## config.mk

```make
export PLATFORM = sky130hd
export DESIGN_NAME = tlc_host_flat
export DESIGN_NICKNAME = d
export VERILOG_FILES = /design/src/verilog/tlc_pkg.sv /design/src/verilog/tlc_if.sv /design/src/verilog/tlc_host.sv /design/src/flat_wrapper.sv
export SDC_FILE = /design/constraint.sdc
export NUM_CORES = 1
export LEC_CHECK = 0
export BUFFER_PORTS_ARGS = -buffer_cell sky130_fd_sc_hd__buf_2
export CAP_MARGIN = 20
export CORE_ASPECT_RATIO = 1.2
export CORE_MARGIN = 2
export CORE_UTILIZATION = 56
export CTS_CLUSTER_DIAMETER = 30
export DETAILED_ROUTE_END_ITERATION = 7
export PLACE_DENSITY = 0.86
export SYNTH_ARGS = -nofsm -noshare
export SYNTH_HDL_FRONTEND = slang
export SYNTH_SLANG_ARGS = --single-unit
```

## constraint.sdc

```tcl
create_clock -name ref_clk -period 2.8 [get_ports ref_clk]
set_clock_uncertainty 0.15 [all_clocks]
set_input_delay 0 -clock ref_clk [delete_from_list [all_inputs] [get_ports ref_clk]]
set_output_delay 0 -clock ref_clk [all_outputs]
set_load 0.1 [all_outputs]
```

## src/verilog/tlc_pkg.sv

```systemverilog
// Purpose: Shared constants for the top-level control register and its host
// Assumes: 16-bit host word bus, byte addresses with bit 0 unused
// Notes:   Everything on ref_clk (25 MHz)
package tlc_pkg;
    localparam int          ADDR_W            = 16;
    localparam int          DATA_W            = 16;
    localparam int          NUM_MODULES       = 5;
    // Device map
    localparam logic [15:0] TLC_OFFSET        = 16'h0000;
    localparam logic [15:0] TLC_RESET         = 16'h0000;
    localparam int          INTE_LSB          = 0;
    localparam int          RSVD_MSB          = 10;
    localparam int          RSVD_LSB          = 5;
    localparam logic [5:0]  RSVD_PATTERN      = 6'h20;
    localparam int          PAGE_BIT          = 11;
    localparam int          CLKSRC_MSB        = 13;
    localparam int          CLKSRC_LSB        = 12;
    localparam int          CLKMODE_BIT       = 14;
    localparam int          SWRES_BIT         = 15;
    // Reset hold time
    localparam int          CLK_MHZ           = 25;
    localparam int          RESET_HOLD_NS     = 2000;
    localparam int          RESET_HOLD_CYC    = (RESET_HOLD_NS * CLK_MHZ + 999) / 1000;
    localparam logic [7:0]  RESET_HOLD_CNT    = 8'(RESET_HOLD_CYC);
    // Controller register map (word index times two)
    localparam logic [3:0]  CR_CTRL           = 4'h0;
    localparam logic [3:0]  CR_DATA           = 4'h2;
    localparam logic [3:0]  CR_RDATA          = 4'h4;
    localparam logic [3:0]  CR_STATUS         = 4'h6;
    localparam logic [3:0]  CR_EVENT          = 4'h8;
    localparam logic [3:0]  CR_MASK           = 4'ha;
    localparam logic [3:0]  CR_ADDR           = 4'hc;
    localparam int          CTRL_GO           = 0;
    localparam int          CTRL_WRITE        = 1;
    localparam int          CTRL_RESET        = 2;
    localparam logic [1:0]  EVT_RESET_RESET   = 2'h0;
    localparam logic [2:0]  CTRL_RESET_VAL    = 3'h0;

    typedef enum logic [1:0] {
        CLK_EXTERNAL = 2'h0,
        CLK_DIV2     = 2'h1,
        CLK_DIV4     = 2'h2,
        CLK_SECOND   = 2'h3
    } tlc_clksrc_t;

    typedef enum logic [3:0] {
        H_IDLE  = 4'h1,
        H_RESET = 4'h2,
        H_XFER  = 4'h4,
        H_DONE  = 4'h8
    } tlc_hstate_t;

    // Composes the control word so the reserved field is always correct
    function automatic logic [15:0] tlc_word(input logic [15:0] raw);
        logic [15:0] w;
        w = raw;
        w[RSVD_MSB:RSVD_LSB] = RSVD_PATTERN;
        w[PAGE_BIT] = 1'b1;
        return w;
    endfunction : tlc_word
endpackage : tlc_pkg

```

## src/verilog/tlc_if.sv

```systemverilog
`timescale 1ns/100ps
// Purpose: Host word bus between controller and device
// Assumes: One clock, strobes one cycle, read data the cycle after
// Notes:   Address is a byte address; bit 0 ignored
interface tlc_if;
    logic [15:0] addr;
    logic [15:0] wdata;
    logic        wr;
    logic        rd;
    logic [15:0] rdata;
    logic        irq_n;

    modport dev  (input addr, input wdata, input wr, input rd, output rdata, output irq_n);
    modport host (output addr, output wdata, output wr, output rd, input rdata, input irq_n);
endinterface : tlc_if

```

## src/verilog/tlc_host.sv

```systemverilog
`timescale 1ns/100ps
// Purpose: Host controller driving the device word bus from software orders
// Assumes: Software port: addr, wdata, wr, rd, rdata one cycle later
// Notes:   Reset sequence writes mode bit, then releases software reset
module tlc_host
    import tlc_pkg::*;
(
    // Clock and reset
    input  wire logic        ref_clk,
    input  wire logic        rst_n,
    // Software port
    input  wire logic [3:0]  sw_addr,
    input  wire logic [15:0] sw_wdata,
    input  wire logic        sw_wr,
    input  wire logic        sw_rd,
    output logic [15:0]      sw_rdata,
    output logic             irq,
    // Device bus
    tlc_if.host              bus
);
    tlc_hstate_t state_reg;
    logic [7:0]  cnt_reg;
    logic [2:0]  ctrl_reg;
    logic [15:0] data_reg;
    logic [15:0] addr_reg;
    logic [15:0] rd_reg;
    logic [1:0]  evt_reg;
    logic [1:0]  mask_reg;
    logic [15:0] sw_rdata_reg;
    logic        dev_irq;
    logic        released_reg;
    logic        wr_reg;
    logic        rd_reg_s;
    logic [15:0] baddr_reg;
    logic [15:0] bdata_reg;
    logic        read_pend_reg;

    // Device interrupt is a ref_clk register, so no resync stages
    assign dev_irq = ~bus.irq_n;

    always_ff @(posedge ref_clk or negedge rst_n) begin
        if (!rst_n) begin
            ctrl_reg <= CTRL_RESET_VAL;
            data_reg <= 16'h0000;
            addr_reg <= 16'h0000;
            mask_reg <= 2'h0;
        end else if (sw_wr) begin
            if (sw_addr == CR_CTRL) ctrl_reg <= sw_wdata[2:0];
            else if (sw_addr == CR_DATA) data_reg <= sw_wdata;
            else if (sw_addr == CR_ADDR) addr_reg <= sw_wdata;
            else if (sw_addr == CR_MASK) mask_reg <= sw_wdata[1:0];
        end else if (state_reg != H_IDLE) begin
            ctrl_reg <= CTRL_RESET_VAL;
        end
    end

    // Event bits: 0 transfer done, 1 device interrupt; set wins over clear
    always_ff @(posedge ref_clk or negedge rst_n) begin
        if (!rst_n) begin
            evt_reg <= EVT_RESET_RESET;
        end else begin
            evt_reg <= (evt_reg & ~((sw_wr && sw_addr == CR_EVENT) ? sw_wdata[1:0] : 2'h0))
                     | {dev_irq, state_reg == H_DONE};
        end
    end
    assign irq = |(evt_reg & mask_reg);

    always_ff @(posedge ref_clk or negedge rst_n) begin
        if (!rst_n) begin
            state_reg     <= H_IDLE;
            cnt_reg       <= 8'h00;
            wr_reg        <= 1'b0;
            rd_reg_s      <= 1'b0;
            baddr_reg     <= 16'h0000;
            bdata_reg     <= 16'h0000;
            released_reg  <= 1'b0;
            read_pend_reg <= 1'b0;
            rd_reg        <= 16'h0000;
        end else begin
            wr_reg        <= 1'b0;
            rd_reg_s      <= 1'b0;
            read_pend_reg <= rd_reg_s;
            if (read_pend_reg) rd_reg <= bus.rdata;
            case (state_reg)
                H_IDLE: begin
                    if (ctrl_reg[CTRL_RESET]) begin
                        // Register cleared: substitute clocks, modules held
                        wr_reg    <= 1'b1;
                        baddr_reg <= TLC_OFFSET;
                        bdata_reg <= tlc_word(16'h0000);
                        cnt_reg   <= RESET_HOLD_CNT;
                        state_reg <= H_RESET;
                    end else if (ctrl_reg[CTRL_GO] && released_reg) begin
                        wr_reg    <= ctrl_reg[CTRL_WRITE];
                        rd_reg_s  <= ~ctrl_reg[CTRL_WRITE];
                        baddr_reg <= {addr_reg[15:1], 1'b0};
                        bdata_reg <= (addr_reg[15:1] == TLC_OFFSET[15:1]) ?
                                     tlc_word(data_reg) : data_reg;
                        state_reg <= H_XFER;
                    end
                end
                H_RESET: begin
                    // Hold reset long enough, mode bit set first
                    cnt_reg <= cnt_reg - 8'h01;
                    if (cnt_reg == 8'h02) begin
                        wr_reg    <= 1'b1;
                        bdata_reg <= tlc_word(16'h4000);
                    end else if (cnt_reg == 8'h00) begin
                        wr_reg       <= 1'b1;
                        bdata_reg    <= tlc_word(16'hc000);
                        released_reg <= 1'b1;
                        state_reg    <= H_DONE;
                    end
                end
                H_XFER: begin
                    state_reg <= H_DONE;
                end
                H_DONE: begin
                    if (!rd_reg_s && !read_pend_reg) state_reg <= H_IDLE;
                end
                default: state_reg <= H_IDLE;
            endcase
        end
    end

    always_ff @(posedge ref_clk or negedge rst_n) begin
        if (!rst_n) begin
            sw_rdata_reg <= 16'h0000;
        end else if (sw_rd) begin
            if (sw_addr == CR_CTRL) sw_rdata_reg <= {13'h0000, ctrl_reg};
            else if (sw_addr == CR_DATA) sw_rdata_reg <= data_reg;
            else if (sw_addr == CR_RDATA) sw_rdata_reg <= rd_reg;
            else if (sw_addr == CR_STATUS)
                sw_rdata_reg <= {13'h0000, dev_irq, released_reg, state_reg != H_IDLE};
            else if (sw_addr == CR_EVENT) sw_rdata_reg <= {14'h0000, evt_reg};
            else if (sw_addr == CR_MASK) sw_rdata_reg <= {14'h0000, mask_reg};
            else if (sw_addr == CR_ADDR) sw_rdata_reg <= addr_reg;
            else sw_rdata_reg <= 16'h0000;
        end
    end

    assign sw_rdata  = sw_rdata_reg;
    assign bus.addr  = baddr_reg;
    assign bus.wdata = bdata_reg;
    assign bus.wr    = wr_reg;
    assign bus.rd    = rd_reg_s;
endmodule : tlc_host

```

## src/flat_wrapper.sv

```systemverilog
// flat-port wrapper written by rule: the top's interface ports become plain ports
module tlc_host_flat import tlc_pkg::*;
  (ref_clk, rst_n, sw_addr, sw_wdata, sw_wr, sw_rd, sw_rdata, irq, bus_addr, bus_wdata, bus_wr, bus_rd, bus_rdata, bus_irq_n);
  tlc_if bus_i ();
  input  wire logic ref_clk;
  input  wire logic rst_n;
  input  wire logic [3:0] sw_addr;
  input  wire logic [15:0] sw_wdata;
  input  wire logic sw_wr;
  input  wire logic sw_rd;
  output logic [15:0] sw_rdata;
  output logic irq;
  output wire logic [$bits(bus_i.addr)-1:0] bus_addr;
  output wire logic [$bits(bus_i.wdata)-1:0] bus_wdata;
  output wire logic [$bits(bus_i.wr)-1:0] bus_wr;
  output wire logic [$bits(bus_i.rd)-1:0] bus_rd;
  input wire logic [$bits(bus_i.rdata)-1:0] bus_rdata;
  input wire logic [$bits(bus_i.irq_n)-1:0] bus_irq_n;
  assign bus_addr = bus_i.addr;
  assign bus_wdata = bus_i.wdata;
  assign bus_wr = bus_i.wr;
  assign bus_rd = bus_i.rd;
  assign bus_i.rdata = bus_rdata;
  assign bus_i.irq_n = bus_irq_n;
  tlc_host u_core (.ref_clk(ref_clk), .rst_n(rst_n), .sw_addr(sw_addr), .sw_wdata(sw_wdata), .sw_wr(sw_wr), .sw_rd(sw_rd), .sw_rdata(sw_rdata), .irq(irq), .bus(bus_i));
endmodule
```

==> summary.md <==
| Metric | Value |
|---|---|
| FP Rows | 39 |
| Reg2reg path depth | 5 |
| Vias after detailed routing | 4470 |
| Post-synth EDFFs | 0 |
| Leakage | 3.37 nW |
| Initial drt markers | 380 |
| Final period util | 0.876 |
| Final setup violation count | 0 |
| Placed insts | 633 |
| Final Hold Fails | 0 |
| First-pass GRT wire length | roughly 25 mm |
| Max FO, Critical Path | 14 |
| IO Count | 92 |
| Grt ovf | 0 |
| Main synth FF type | dfrtp_1 |
| WS Path Type | flop to flop |
| Clock transition at path regs | ~0.06 ns |
| Post-synthesis sequential area ratio | 0.550 |
| Cell taking the most area after synthesis | dfrtp_1 |
| Vias/cell | 6.35 |
| Largest net degree at the start of global routing | 60 |
| Diodes inserted | 0 |
| Area grow syn2layout | 29.0% |
| Maxcap violations | 0 |
| Critical path, cell by cell | nor4b_4 > nand2b_2 > buf_4 > nor4_4 > a22o_1 |
| Synth top area share | 0.545 |
| Clock latency at the later pin of the worst-skew pair | ~0.42 ns |
| Htree depth | 4 |
| Chip height | around 110 um |
| Clock buffer depth | 2 |
| Die width | about 93 um |
| Tightest Pin Transition | 0.983 ns |
| Clock root buffer | clkbuf_16 |
| Relative slew slack | 0.345 |
| Number of global-route vias before repair | between 4000 and 5000 |
| Reg-to-Reg End | u_core.bus.wdata[6]$_DFFE_PN0P_ |
| Hold Crit Class | input pin to flop |
| Layout cell share with drive strength beyond 1 | 0.353 |
| Core Region | 9420 um2 |
| Detailed placement HPWL | approximately 9.4 mm |
| Gate Count Post-Synth | around 440 |
| Peak VDD IR | ~0.0007 V |
| R2r startpoint | u_core.state_reg[0]$_DFFE_PN1P_ |
| Fillers | approximately 550 |
| CTS Sinks | 118 |
| Final Cell Area | ~6900 um2 |
| Mapped Area | 5370 um2 |
| Setup Fix Bufs, Post-CTS | 0 |
| Status | completed |
| WL per Instance | roughly 22 um |
| Post-route ant nets | 0 |
| Hold Startpoint | sw_addr[1] |
| Routability congestion estimate | between 0.8 and 0.9 |
| Critical path startpoint category | flop |
| PD cells | roughly 990 nW/um2 |
| Worst Setup End Kind | flop |
| GRT Resource Usage Total | 0.322 |
| Reg2Reg Setup Slack | 0.35 ns |
| Ys async rst share | 1.00 |
| CTS Buf Count | 17 |
| Final Power | a little under 7 mW |
| # port buffers | 90 |
| CTS-repair resized insts | 0 |
| Initial antenna violation count | 0 |
| #FFs+latches synth | 118 |
| Nets | 612 |
| Initial Utilization | 0.570 |
| RSZ-0062 raised after global routing | no |
| Finished Layout Cells | 704 |
| Min Tclk post-route | approximately 2.5 ns |
| Die Area | 10400 um2 |
| Max Clk Rate | 408 MHz |
| Syn_area_per_cell | 12.2 um2 |
| CP required | approximately 3 ns |
| Synth warn | 0 |
| Arr. time, crit path | 2.66 ns |
| Total iterations of the first detailed-routing run | 5 |
| DRC viols | 0 |
| Hold EP | u_core.sw_rdata[0]$_DFFE_PN0P_ |
| Setup TNS | 0 ns |
| Critical Path Max Stage Delay | 0.65 ns |
| Slew Limit Fails | 0 |
| Post-synth net total | about 490 |
| Area post-placement | around 5900 um2 |
| Netlist cell types | 56 |
| Routed wire length | 15.7 mm |
| TritonCTS clock tree | yes |
| CP max stage cell | dfstp_2 |
| Ranking of synthesized cells by area | dfrtp_1 (55%), mux2_2 (13%), a22o_1 (3.9%) |
| Hold path depth | 3 |
| Util after Layout | 0.736 |
==> cell families after synthesis <==
family / share of synthesized area
AOI/OAI and AO/OA: 0.140
xor gates and xnor gates: 0.00816
adders and majority gates: 0.00699
buffers and inverters: 0.0457
DFF: 0.550
muxes: 0.143
other: 0.000698
and+or+nand+nor: 0.105
==> area by class of cell <==
cell class | instances | area (um2) | share of cell area
Sequential cell | 118 | 2950 | 0.426
Clock inverter | 10 | 178 | 0.0256
Timing Repair Buffer | 139 | 918 | 0.133
Inverter | 24 | 90.1 | 0.0130
Tap cell | 123 | 154 | 0.0222
Clock buffer | 22 | 464 | 0.0670
Multi-Input combinational cell | 268 | 2170 | 0.313
==> through the flow <==
step | setup slack, ns | hold slack [ns]
2_1_floorplan | 0.820 | -0.446
3_3_place_gp | 0.606 | -0.0501
3_5_place_dp | 0.464 | -0.0401
4_1_cts | 0.420 | 0.0139
5_1_grt | 0.309 | 0.0577
6_report | 0.347 | 0.0287
==> worst max-delay path: cells and delay by family, from the launching register on <==
kind                   cells  cell delay (ns)
AOI/OAI and AO/OA          1             0.22
buffers and inverters      1             0.27
DFF                        1             0.65
and+or+nand+nor            3             1.09
==> layout by cell type (no fill, tap or decap), types with 2 or more instances in the layout <==
cell             n
a21o_1          10
mux2_2          64
clkinv_2         4
inv_1           24
o211ai_1         3
and2_1           2
nor4b_4          2
xor2_1           5
ha_1             3
nand3b_1         3
a21oi_1         19
nor4_1           7
buf_2           89
a31oi_1          3
clkbuf_1         3
a22o_1          24
dfrtp_1        117
buf_4           11
nand2b_1         2
clkbuf_16       17
o31ai_1          2
nor3_1           6
dlygate4sd3_1   39
a22oi_2          2
o32ai_1         13
nor2_1          26
clkbuf_8         2
bufinv_16        5
nor2b_1          5
o2111ai_1        4
o41ai_1          2
a32oi_1          2
nor4b_1          8
o21a_1           2
nand2_1         12
o21ai_0         12
and3b_1          2
mux2i_1          3
==> cell usage after synthesis (all sizes together) (7+ instances only) <==
library cell	instances
a21o	10
a21oi	19
a22o	24
buf	18
clkbuf	13
dfrtp	117
inv	24
mux2	65
nand2	12
nor2	26
nor3	7
nor4	8
nor4b	10
o21ai	12
o32ai	13
==> what timing repair did <==
action,4_1_cts,5_1_grt
hold endpoints to repair,127,0
hold buffers,39,0
endpoints found under the setup margin,0,0
==> routing by layer <==
layer | up-vias | wire, um | track usage
met5 | - | 0 | 0
met2 | 280 | 8190 | 0.536
met1 | 2241 | 5870 | 0.390
met3 | 72 | 1080 | 0.0823
met4 | 0 | 605 | 0.148
li1 | 1877 | - | -
==> power breakdown <==
part | total [mW] | switching (mW) | internal [mW]
Clock | 2.39 | 0.774 | 1.62
Sequential | 2.45 | 0.383 | 2.07
Combinational | 2.04 | 1.46 | 0.581
Total | 6.88 | 2.61 | 4.27
==> how the worst max path moves through the flow <==
stage,slack (ns),from,end,cells past startpoint
3_3_place_gp,0.61,u_core.state_reg[0]$_DFFE_PN1P_,u_core.bus.wdata[14]$_DFFE_PN0P_,4
2_1_floorplan,0.82,u_core.state_reg[0]$_DFFE_PN1P_,u_core.bus.wdata[0]$_DFFE_PN0P_,7
3_5_place_dp,0.46,u_core.state_reg[0]$_DFFE_PN1P_,u_core.bus.wdata[6]$_DFFE_PN0P_,5
4_1_cts,0.42,u_core.state_reg[0]$_DFFE_PN1P_,u_core.bus.wdata[5]$_DFFE_PN0P_,5
6_report,0.35,u_core.state_reg[0]$_DFFE_PN1P_,u_core.bus.wdata[6]$_DFFE_PN0P_,5
5_1_grt,0.31,u_core.state_reg[0]$_DFFE_PN1P_,u_core.bus.wdata[9]$_DFFE_PN0P_,5
Note: power is estimated with default switching activity, not from simulation.
